File: src/hdl/uab_pkg.sv
// constants shared by the auto-baud measurement block
package uab_pkg;
   // register byte offsets
   localparam logic [7:0] UAB_OFF_CTRL = 8'h00;
   localparam logic [7:0] UAB_OFF_STAT = 8'h04;
   localparam logic [7:0] UAB_OFF_DIVL = 8'h08;
   localparam logic [7:0] UAB_OFF_DIVH = 8'h0C;
   localparam logic [7:0] UAB_OFF_RXBUF = 8'h10;
   localparam logic [7:0] UAB_OFF_EVT = 8'h14;
   localparam logic [7:0] UAB_OFF_MASK = 8'h18;
   // control register bit positions
   localparam int UAB_CTL_EN = 0;
   localparam int UAB_CTL_WIDE = 1;
   localparam int UAB_CTL_HS = 2;
   localparam int UAB_CTL_WAKE = 3;
   // status register bit positions
   localparam int UAB_ST_IDLE = 0;
   localparam int UAB_ST_MEAS = 1;
   // event register bit positions
   localparam int UAB_EV_RX = 0;
   localparam int UAB_EV_OVF = 1;
   localparam int UAB_EV_W = 2;
   // measurement clock: fosc/512, fosc/128, fosc/32 as prescaler masks
   localparam int UAB_PRE_W = 9;
   localparam logic [8:0] UAB_MASK_SLOW = 9'h1FF;
   localparam logic [8:0] UAB_MASK_MID = 9'h07F;
   localparam logic [8:0] UAB_MASK_FAST = 9'h01F;
   // counter start value and rising edges counted before the last of a sync character
   localparam logic [15:0] UAB_CNT_START = 16'h0001;
   localparam logic [15:0] UAB_CNT_MAX = 16'hFFFF;
   localparam logic [2:0] UAB_LAST_EDGE = 3'h4;
   localparam logic [31:0] UAB_RXBUF_VAL = 32'h0000_0000;
   typedef enum logic [2:0] {
      UAB_IDLE, UAB_WAKE_FALL, UAB_WAKE_RISE, UAB_WAIT_START, UAB_WAIT_RISE1, UAB_COUNT
   } uab_state_t;
endpackage

File: src/hdl/uab_rx_sync.sv
// receive line synchroniser with filtered level and edge pulses
`timescale 1ns/10ps
module uab_rx_sync (
   input wire logic pclk, // system clock
   input wire logic presetn, // async reset, active low
   input wire logic rx_pin, // receive line from the pin
   output logic rx_rise, // one-cycle pulse on a rising edge
   output logic rx_fall // one-cycle pulse on a falling edge
);
   logic s1_ff, s2_ff, s3_ff, lvl_ff;
   logic nxt_lvl;

   // level changes only once the last two stages agree
   always_comb begin
      nxt_lvl = (s2_ff == s3_ff) ? s3_ff : lvl_ff;
   end

   // three-stage chain and filtered level, line idles high
   always_ff @(posedge pclk or negedge presetn) begin
      if (!presetn) begin
         s1_ff <= 1'b1;
         s2_ff <= 1'b1;
         s3_ff <= 1'b1;
         lvl_ff <= 1'b1;
      end else begin
         s1_ff <= rx_pin;
         s2_ff <= s1_ff;
         s3_ff <= s2_ff;
         lvl_ff <= nxt_lvl;
      end
   end

   assign rx_rise = nxt_lvl & ~lvl_ff;
   assign rx_fall = ~nxt_lvl & lvl_ff;
endmodule

File: src/hdl/uab_autobaud.sv
// auto-baud measurement logic with apb register access
//
// Summary of operation
// - In measurement mode receive line edges gate the divisor counter instead of the reverse.
// - Setting autobaud_enable starts calibration and holds the receiver idle until done.
// - Counting starts on the first rising edge after the start bit.
// - The fifth rising edge stops counting, keeps the count, clears the enable, sets the flag.
// - Reading the receive buffer clears receive_flag; software discards the value.
// - Both divisor bytes form one 16-bit counter whatever wide_divisor_select says.
// - The counter advances once per tick of the selected measurement clock, with no further division.
// - The two select bits choose a measurement clock of fosc/512, fosc/128 or fosc/32.
// - The count begins at one; software subtracts one for best accuracy.
// - With wake_on_break_enable set the break is skipped and the next character measured.
// - Counter overflow sets autobaud_overflow and receive_flag, and counting goes on.
// - receive_idle stays low during calibration and is set on the fifth rising edge.
`timescale 1ns/10ps
module uab_autobaud
   import uab_pkg::*;
(
   input wire logic pclk, // system clock, 125 MHz
   input wire logic presetn, // async reset, active low
   input wire logic psel, // apb select
   input wire logic penable, // apb access phase
   input wire logic pwrite, // apb direction
   input wire logic [7:0] paddr, // apb byte address
   input wire logic [31:0] pwdata, // apb write data
   output logic [31:0] prdata, // apb read data
   output logic pready, // apb ready
   output logic pslverr, // apb error, unmapped address
   input wire logic rx_pin, // receive line
   output logic irq, // level interrupt
   output logic rx_hold_idle, // receive state machine held idle
   output logic [15:0] rate_divisor // divisor for normal reception
);
   uab_state_t state_ff, nxt_state;
   logic [15:0] cnt_ff, nxt_cnt;
   logic [2:0] edges_ff, nxt_edges;
   logic [8:0] presc_ff, nxt_presc;
   logic en_ff, nxt_en, wide_ff, nxt_wide, hs_ff, nxt_hs, wake_ff, nxt_wake;
   logic rflag_ff, nxt_rflag, ovf_ff, nxt_ovf, wflag_ff, nxt_wflag;
   logic idle_ff, nxt_idle, hold_ff, nxt_hold;
   logic [2:0] mask_ff, nxt_mask;
   logic pready_ff, nxt_pready, perr_ff, nxt_perr, irq_ff, nxt_irq;
   logic [31:0] prdata_ff, nxt_prdata;
   logic rx_rise, rx_fall, tick, take, wr, rd, mapped, busy;
   logic set_rx, set_ovf, set_w;

   // measurement clock mask from the two select bits
   function automatic logic [8:0] abd_mask(input logic wide, input logic hs);
      logic [8:0] m;
      m = UAB_MASK_MID;
      if (!wide && !hs) begin
         m = UAB_MASK_SLOW;
      end else if (wide && hs) begin
         m = UAB_MASK_FAST;
      end
      return m;
   endfunction

   uab_rx_sync u_sync (
      .pclk(pclk),
      .presetn(presetn),
      .rx_pin(rx_pin),
      .rx_rise(rx_rise),
      .rx_fall(rx_fall)
   );

   // apb access decode
   assign take = psel & penable & pready_ff;
   assign wr = take & pwrite;
   assign rd = take & ~pwrite;
   assign mapped = (paddr == UAB_OFF_CTRL) || (paddr == UAB_OFF_STAT) ||
      (paddr == UAB_OFF_DIVL) || (paddr == UAB_OFF_DIVH) || (paddr == UAB_OFF_RXBUF) ||
      (paddr == UAB_OFF_EVT) || (paddr == UAB_OFF_MASK);
   assign busy = (state_ff != UAB_IDLE);
   assign tick = ((presc_ff & abd_mask(wide_ff, hs_ff)) == abd_mask(wide_ff, hs_ff));

   // measurement sequence, control and event flags
   always_comb begin
      nxt_state = state_ff;
      nxt_cnt = cnt_ff;
      nxt_edges = edges_ff;
      nxt_presc = presc_ff + 9'h001;
      nxt_en = en_ff;
      nxt_wide = wide_ff;
      nxt_hs = hs_ff;
      nxt_wake = wake_ff;
      nxt_idle = idle_ff;
      nxt_mask = mask_ff;
      set_rx = 1'b0;
      set_ovf = 1'b0;
      set_w = 1'b0;
      if (wr && paddr == UAB_OFF_CTRL) begin
         nxt_en = pwdata[UAB_CTL_EN];
         nxt_wide = pwdata[UAB_CTL_WIDE];
         nxt_hs = pwdata[UAB_CTL_HS];
         nxt_wake = pwdata[UAB_CTL_WAKE];
         if (pwdata[UAB_CTL_EN] && !busy) begin
            nxt_idle = 1'b0;
            nxt_state = pwdata[UAB_CTL_WAKE] ? UAB_WAKE_FALL : UAB_WAIT_START;
         end else if (!pwdata[UAB_CTL_EN] && busy) begin
            nxt_idle = 1'b1;
            nxt_state = UAB_IDLE;
         end
      end
      if (wr && !busy && paddr == UAB_OFF_DIVL) begin
         nxt_cnt[7:0] = pwdata[7:0];
      end
      if (wr && !busy && paddr == UAB_OFF_DIVH) begin
         nxt_cnt[15:8] = pwdata[7:0];
      end
      if (wr && paddr == UAB_OFF_MASK) begin
         nxt_mask = pwdata[2:0];
      end
      case (state_ff)
         UAB_IDLE: begin
         end
         UAB_WAKE_FALL: begin
            if (rx_fall) begin
               set_w = 1'b1;
               nxt_state = UAB_WAKE_RISE;
            end
         end
         UAB_WAKE_RISE: begin
            // break over: skip it and measure the next character
            if (rx_rise) begin
               nxt_wake = 1'b0;
               nxt_state = UAB_WAIT_START;
            end
         end
         UAB_WAIT_START: begin
            if (rx_fall) begin
               nxt_state = UAB_WAIT_RISE1;
            end
         end
         UAB_WAIT_RISE1: begin
            // first rising edge after the start bit opens the gate
            if (rx_rise) begin
               nxt_cnt = UAB_CNT_START;
               nxt_edges = 3'h1;
               nxt_presc = '0;
               nxt_state = UAB_COUNT;
            end
         end
         UAB_COUNT: begin
            if (tick) begin
               nxt_cnt = cnt_ff + 16'h0001;
               if (cnt_ff == UAB_CNT_MAX) begin
                  set_ovf = 1'b1;
                  set_rx = 1'b1;
               end
            end
            if (rx_rise) begin
               if (edges_ff == UAB_LAST_EDGE) begin
                  nxt_cnt = cnt_ff;
                  nxt_en = 1'b0;
                  nxt_idle = 1'b1;
                  set_rx = 1'b1;
                  nxt_state = UAB_IDLE;
               end else begin
                  nxt_edges = edges_ff + 3'h1;
               end
            end
         end
         default: begin
            nxt_state = UAB_IDLE;
         end
      endcase
   end

   // sticky events: set wins over clear
   always_comb begin
      nxt_rflag = (rflag_ff & ~((rd && paddr == UAB_OFF_RXBUF) ||
         (wr && paddr == UAB_OFF_EVT && pwdata[UAB_EV_RX]))) | set_rx;
      nxt_ovf = (ovf_ff & ~(wr && paddr == UAB_OFF_EVT && pwdata[UAB_EV_OVF])) | set_ovf;
      nxt_wflag = (wflag_ff & ~(wr && paddr == UAB_OFF_EVT && pwdata[UAB_EV_W])) | set_w;
      nxt_irq = |({wflag_ff, ovf_ff, rflag_ff} & mask_ff);
      nxt_hold = ~nxt_idle;
   end

   // apb answer: one wait state, read data and error
   always_comb begin
      nxt_pready = psel & penable & ~pready_ff;
      nxt_perr = psel & penable & ~pready_ff & ~mapped;
      nxt_prdata = prdata_ff;
      if (psel && penable && !pready_ff) begin
         nxt_prdata = '0;
         case (paddr)
            UAB_OFF_CTRL: begin
               nxt_prdata[UAB_CTL_EN] = en_ff;
               nxt_prdata[UAB_CTL_WIDE] = wide_ff;
               nxt_prdata[UAB_CTL_HS] = hs_ff;
               nxt_prdata[UAB_CTL_WAKE] = wake_ff;
            end
            UAB_OFF_STAT: begin
               nxt_prdata[UAB_ST_IDLE] = idle_ff;
               nxt_prdata[UAB_ST_MEAS] = busy;
            end
            UAB_OFF_DIVL: nxt_prdata[7:0] = cnt_ff[7:0];
            UAB_OFF_DIVH: nxt_prdata[7:0] = cnt_ff[15:8];
            UAB_OFF_RXBUF: nxt_prdata = UAB_RXBUF_VAL;
            UAB_OFF_EVT: begin
               nxt_prdata[UAB_EV_RX] = rflag_ff;
               nxt_prdata[UAB_EV_OVF] = ovf_ff;
               nxt_prdata[UAB_EV_W] = wflag_ff;
            end
            UAB_OFF_MASK: nxt_prdata[2:0] = mask_ff;
            default: nxt_prdata = '0;
         endcase
      end
   end

   // registers
   always_ff @(posedge pclk or negedge presetn) begin
      if (!presetn) begin
         state_ff <= UAB_IDLE;
         cnt_ff <= '0;
         edges_ff <= '0;
         presc_ff <= '0;
         en_ff <= 1'b0;
         wide_ff <= 1'b0;
         hs_ff <= 1'b0;
         wake_ff <= 1'b0;
         idle_ff <= 1'b1;
         hold_ff <= 1'b0;
         mask_ff <= '0;
         rflag_ff <= 1'b0;
         ovf_ff <= 1'b0;
         wflag_ff <= 1'b0;
         irq_ff <= 1'b0;
         pready_ff <= 1'b0;
         perr_ff <= 1'b0;
         prdata_ff <= '0;
      end else begin
         state_ff <= nxt_state;
         cnt_ff <= nxt_cnt;
         edges_ff <= nxt_edges;
         presc_ff <= nxt_presc;
         en_ff <= nxt_en;
         wide_ff <= nxt_wide;
         hs_ff <= nxt_hs;
         wake_ff <= nxt_wake;
         idle_ff <= nxt_idle;
         hold_ff <= nxt_hold;
         mask_ff <= nxt_mask;
         rflag_ff <= nxt_rflag;
         ovf_ff <= nxt_ovf;
         wflag_ff <= nxt_wflag;
         irq_ff <= nxt_irq;
         pready_ff <= nxt_pready;
         perr_ff <= nxt_perr;
         prdata_ff <= nxt_prdata;
      end
   end

   assign prdata = prdata_ff;
   assign pready = pready_ff;
   assign pslverr = perr_ff;
   assign irq = irq_ff;
   assign rx_hold_idle = hold_ff;
   assign rate_divisor = cnt_ff;

   // helper: cycles between measurement ticks while settings are unchanged
   logic [8:0] gap_ff;
   logic gap_ok_ff;
   always_ff @(posedge pclk or negedge presetn) begin
      if (!presetn) begin
         gap_ff <= '0;
         gap_ok_ff <= 1'b0;
      end else begin
         gap_ff <= (tick || nxt_presc == '0) ? '0 : gap_ff + 9'h001;
         gap_ok_ff <= (wr && paddr == UAB_OFF_CTRL) ? 1'b0 :
            ((tick || nxt_presc == '0) ? 1'b1 : gap_ok_ff);
      end
   end
endmodule

File: config.mk
export PLATFORM = sky130hd
export DESIGN_NAME = uab_autobaud
export DESIGN_NICKNAME = d
export VERILOG_FILES = /design/src/hdl/uab_pkg.sv /design/src/hdl/uab_rx_sync.sv /design/src/hdl/uab_autobaud.sv
export SDC_FILE = /design/constraint.sdc
export NUM_CORES = 1
export LEC_CHECK = 0
export ABC_AREA = 1
export BUFFER_PORTS_ARGS = -buffer_cell sky130_fd_sc_hd__buf_2
export CAP_MARGIN = 20
export CORE_UTILIZATION = 55
export DETAILED_ROUTE_END_ITERATION = 7
export GPL_TIMING_DRIVEN = 0
export PLACE_DENSITY_LB_ADDON = 0.1
export SYNTH_ARGS = -nofsm -noshare
export SYNTH_HDL_FRONTEND = slang
export SYNTH_SLANG_ARGS = --single-unit
File: constraint.sdc
create_clock -name pclk -period 2.5 [get_ports pclk]
set_clock_uncertainty 0.15 [all_clocks]
set_input_delay 0.5 -clock pclk [delete_from_list [all_inputs] [get_ports pclk]]
set_output_delay 0.5 -clock pclk [all_outputs]
set_load 0.01 [all_outputs]
==> flow_metrics.tcl <==
set metrics [dict create \
    status "finished, final reports clean" \
    numCtsBuffers 9 \
    drt-initial-drc-count 363 \
    layout.nets 683 \
    nFillCells 602 \
    cp-end-kind "flop" \
    yosysMostFrequentCell "nand2_1" \
    syn_area_mm2 0.00383 \
    path_class "reg2reg" \
    grt_max_degree 39 \
    die_area_mm2 0.00730 \
    powerDensity_mw_per_mm2 474 \
    ios 98 \
    grt_overflow_total 0 \
    min_period_over_period_pct 74.5 \
    finalCriticalPeriod_ns 1.86 \
    routed_via_density 5.25 \
    root_buffer "clkbuf_8" \
    syn_inst 548 \
    syn_avg_cell_area_um2 6.99 \
    fmax_mhz 537 \
    clock_sinks 58 \
    worst_slew_pin_slew_ns 0.651 \
    diodes 0 \
    post-place-cells 701 \
    slew_viol_final 0 \
    seq_area_frac_synth_pct 38.1 \
    clk_path_buf_depth 2 \
    drtPass1Iterations 5 \
    grt_pass1_wl_um 15800 \
    multiInputGateArea_mm2 0.00200 \
    max-slew-margin-rel_pct 56.2 \
    antenna_left 0 \
    drc 0 \
    clk_pin_slew_ns 0.07 \
    total_leakage_power_nw 2.44 \
    synth.distinct_cells 35 \
    synthTopCellsByCount "nand2_1, nor2_1, inv_1" \
    track_usage_pct 28.0 \
    setup_tns_ns 0 \
    place.gp.congestion 0.951 \
    ys_top_cells_by_area "dfrtp_1, nand2_1, nand3_1, nor2_1, inv_1" \
    hp-class "in2reg" \
    rsz0062_at_grt "false" \
    grt_pass1_vias 3330 \
    fin_ws_ns 0.638 \
    drv_cap 0 \
    dp_slack_ns 0.523 \
    die_height_um 85.4 \
    place.detailed.hpwl_um 7310 \
    wirelength_um 9740 \
    antenna_found_initial 0 \
    htree_levels 3 \
    areaGrowthSynthToFinish_pct 17.8 \
    peakVddDrop_mv 0.286 \
    drive_above_1_share_pct 21.3 \
    setup_viol 0 \
    cp_max_fo 8 \
    regArea_mm2 0.00146 \
    crit_required_ns 2.57 \
    hold_viol_final 0 \
    stdcell_count 718 \
    yosys_register_bits 58 \
    port_buffers 49 \
    die_x_um 85.4 \
    critPathArrivalTime_ns 1.93 \
    total_power_mw 2.14 \
    wl_per_cell_um 13.6 \
    core_area_mm2 0.00676 \
    cts_tree "built" \
    holdWs_ns 0.114 \
    yosysWarningCount 0 \
    async_flop_share_pct 100 \
    synth_ff_type "dfrtp_1" \
    clock_latency_ns 0.33 \
    initial_core_util_pct 56.7 \
    rows 30 \
    synth_largest_area_cell "dfrtp_1" \
    start_kind "flop" \
    synth_top_area_share_pct 34.6 \
    vias 3771 \
    synth-edff-count 0 \
]
-- repair_timing --
action | in CTS | in global routing
resized for setup | 0 | 0
hold buffers | 1 | 0
hold endpoints to repair | 5 | 0
setup buffers | 0 | 0
-- area by class of cell --
| class | count | area share, % |
|---|---|---|
| multi-input combinational | 421 | 44.3 |
| sequential | 58 | 32.3 |
| timing repair buffer | 51 | 6.10 |
| inverter | 62 | 5.16 |
| buffer | 30 | 4.99 |
| clock buffer | 11 | 3.14 |
| tap | 80 | 2.22 |
| clock inverter | 5 | 1.72 |
-- report_power, final --
group | switching [mW] | internal, mW | leakage [nW]
Clock | 0.384 | 0.585 | 0.109
Combinational | 0.114 | 0.0753 | 1.61
Sequential | 0.0142 | 0.967 | 0.721
-- layer usage --
layer | track usage, % | wire length, um | vias up
met5 | 0 | 0 | -
met4 | 9.85 | 190 | 0
met3 | 4.57 | 781 | 19
met2 | 44.6 | 4450 | 169
met1 | 38.6 | 4310 | 1713
li1 | - | - | 1870
-- final timing paths --
path | slack (ns) | start | endpoint | depth (start not counted)
min in group asynchronous | 0.55 | presetn | irq | 2
min | 0.11 | rx_pin | u_sync.s1_ff | 1
min reg2reg | 0.21 | u_sync.s1_ff | u_sync.s2_ff | 0
max reg2reg | 0.64 | presc_ff[0] | rate_divisor[8] | 10
max in group asynchronous | 1.01 | presetn | u_sync.lvl_ff | 3
max | 0.64 | presc_ff[0] | rate_divisor[8] | 10
-- critical path: stages (launching register included) --
cell     delay (ns)
dfrtp_1        0.37
ha_1           0.20
nand3_2        0.11
nor2_4         0.15
nand3_2        0.14
nand2_1        0.15
nand2_4        0.12
nand2_2        0.13
nand3_1        0.09
nand2_1        0.07
nand2_1        0.05
-- registers in the layout, indices dropped and copies added, names as in the netlist, 3 cells and up --
name and count:
state_ff 3, presc_ff 9, edges_ff 3, prdata 8, mask_ff 3, rate_divisor 16
-- cell families after synthesis --
family	Yosys count	synth area share (%)
buffers and inverters	92	12.0
XOR/XNOR	8	1.83
adder cells (fa/ha/maj)	4	1.31
AND/OR/NAND/NOR	329	38.7
other	1	0.0979
AO/OA/AOI/OAI	56	8.01
flip-flops	58	38.1
-- cells in the final DEF (no fill, tap or decap), drive strengths merged, types with 2 or more instances in the layout --
master  synthesis  layout
a21oi          20      20
buf            30      80
bufinv          0       2
clkbuf          0      11
clkinv          0       2
conb            1      24
dfrtp          53      53
dfstp           5       5
ha              4       4
inv            62      62
nand2         178     178
nand3          57      57
nand4           7       7
nor2           77      77
nor3            7       7
nor4            2       2
o211ai          3       3
o21ai          27      27
xnor2           3       3
xor2            5       5
-- per-stage QoR --
stage | area, um2 | util (%)
floorplan | 3920 | -
global placement | 4260 | 63.1
detailed placement | 4280 | 63.4
CTS | 4510 | 66.7
global route | 4510 | 66.7
finish | 4510 | 66.7
Power figures use the tool's default switching activity.
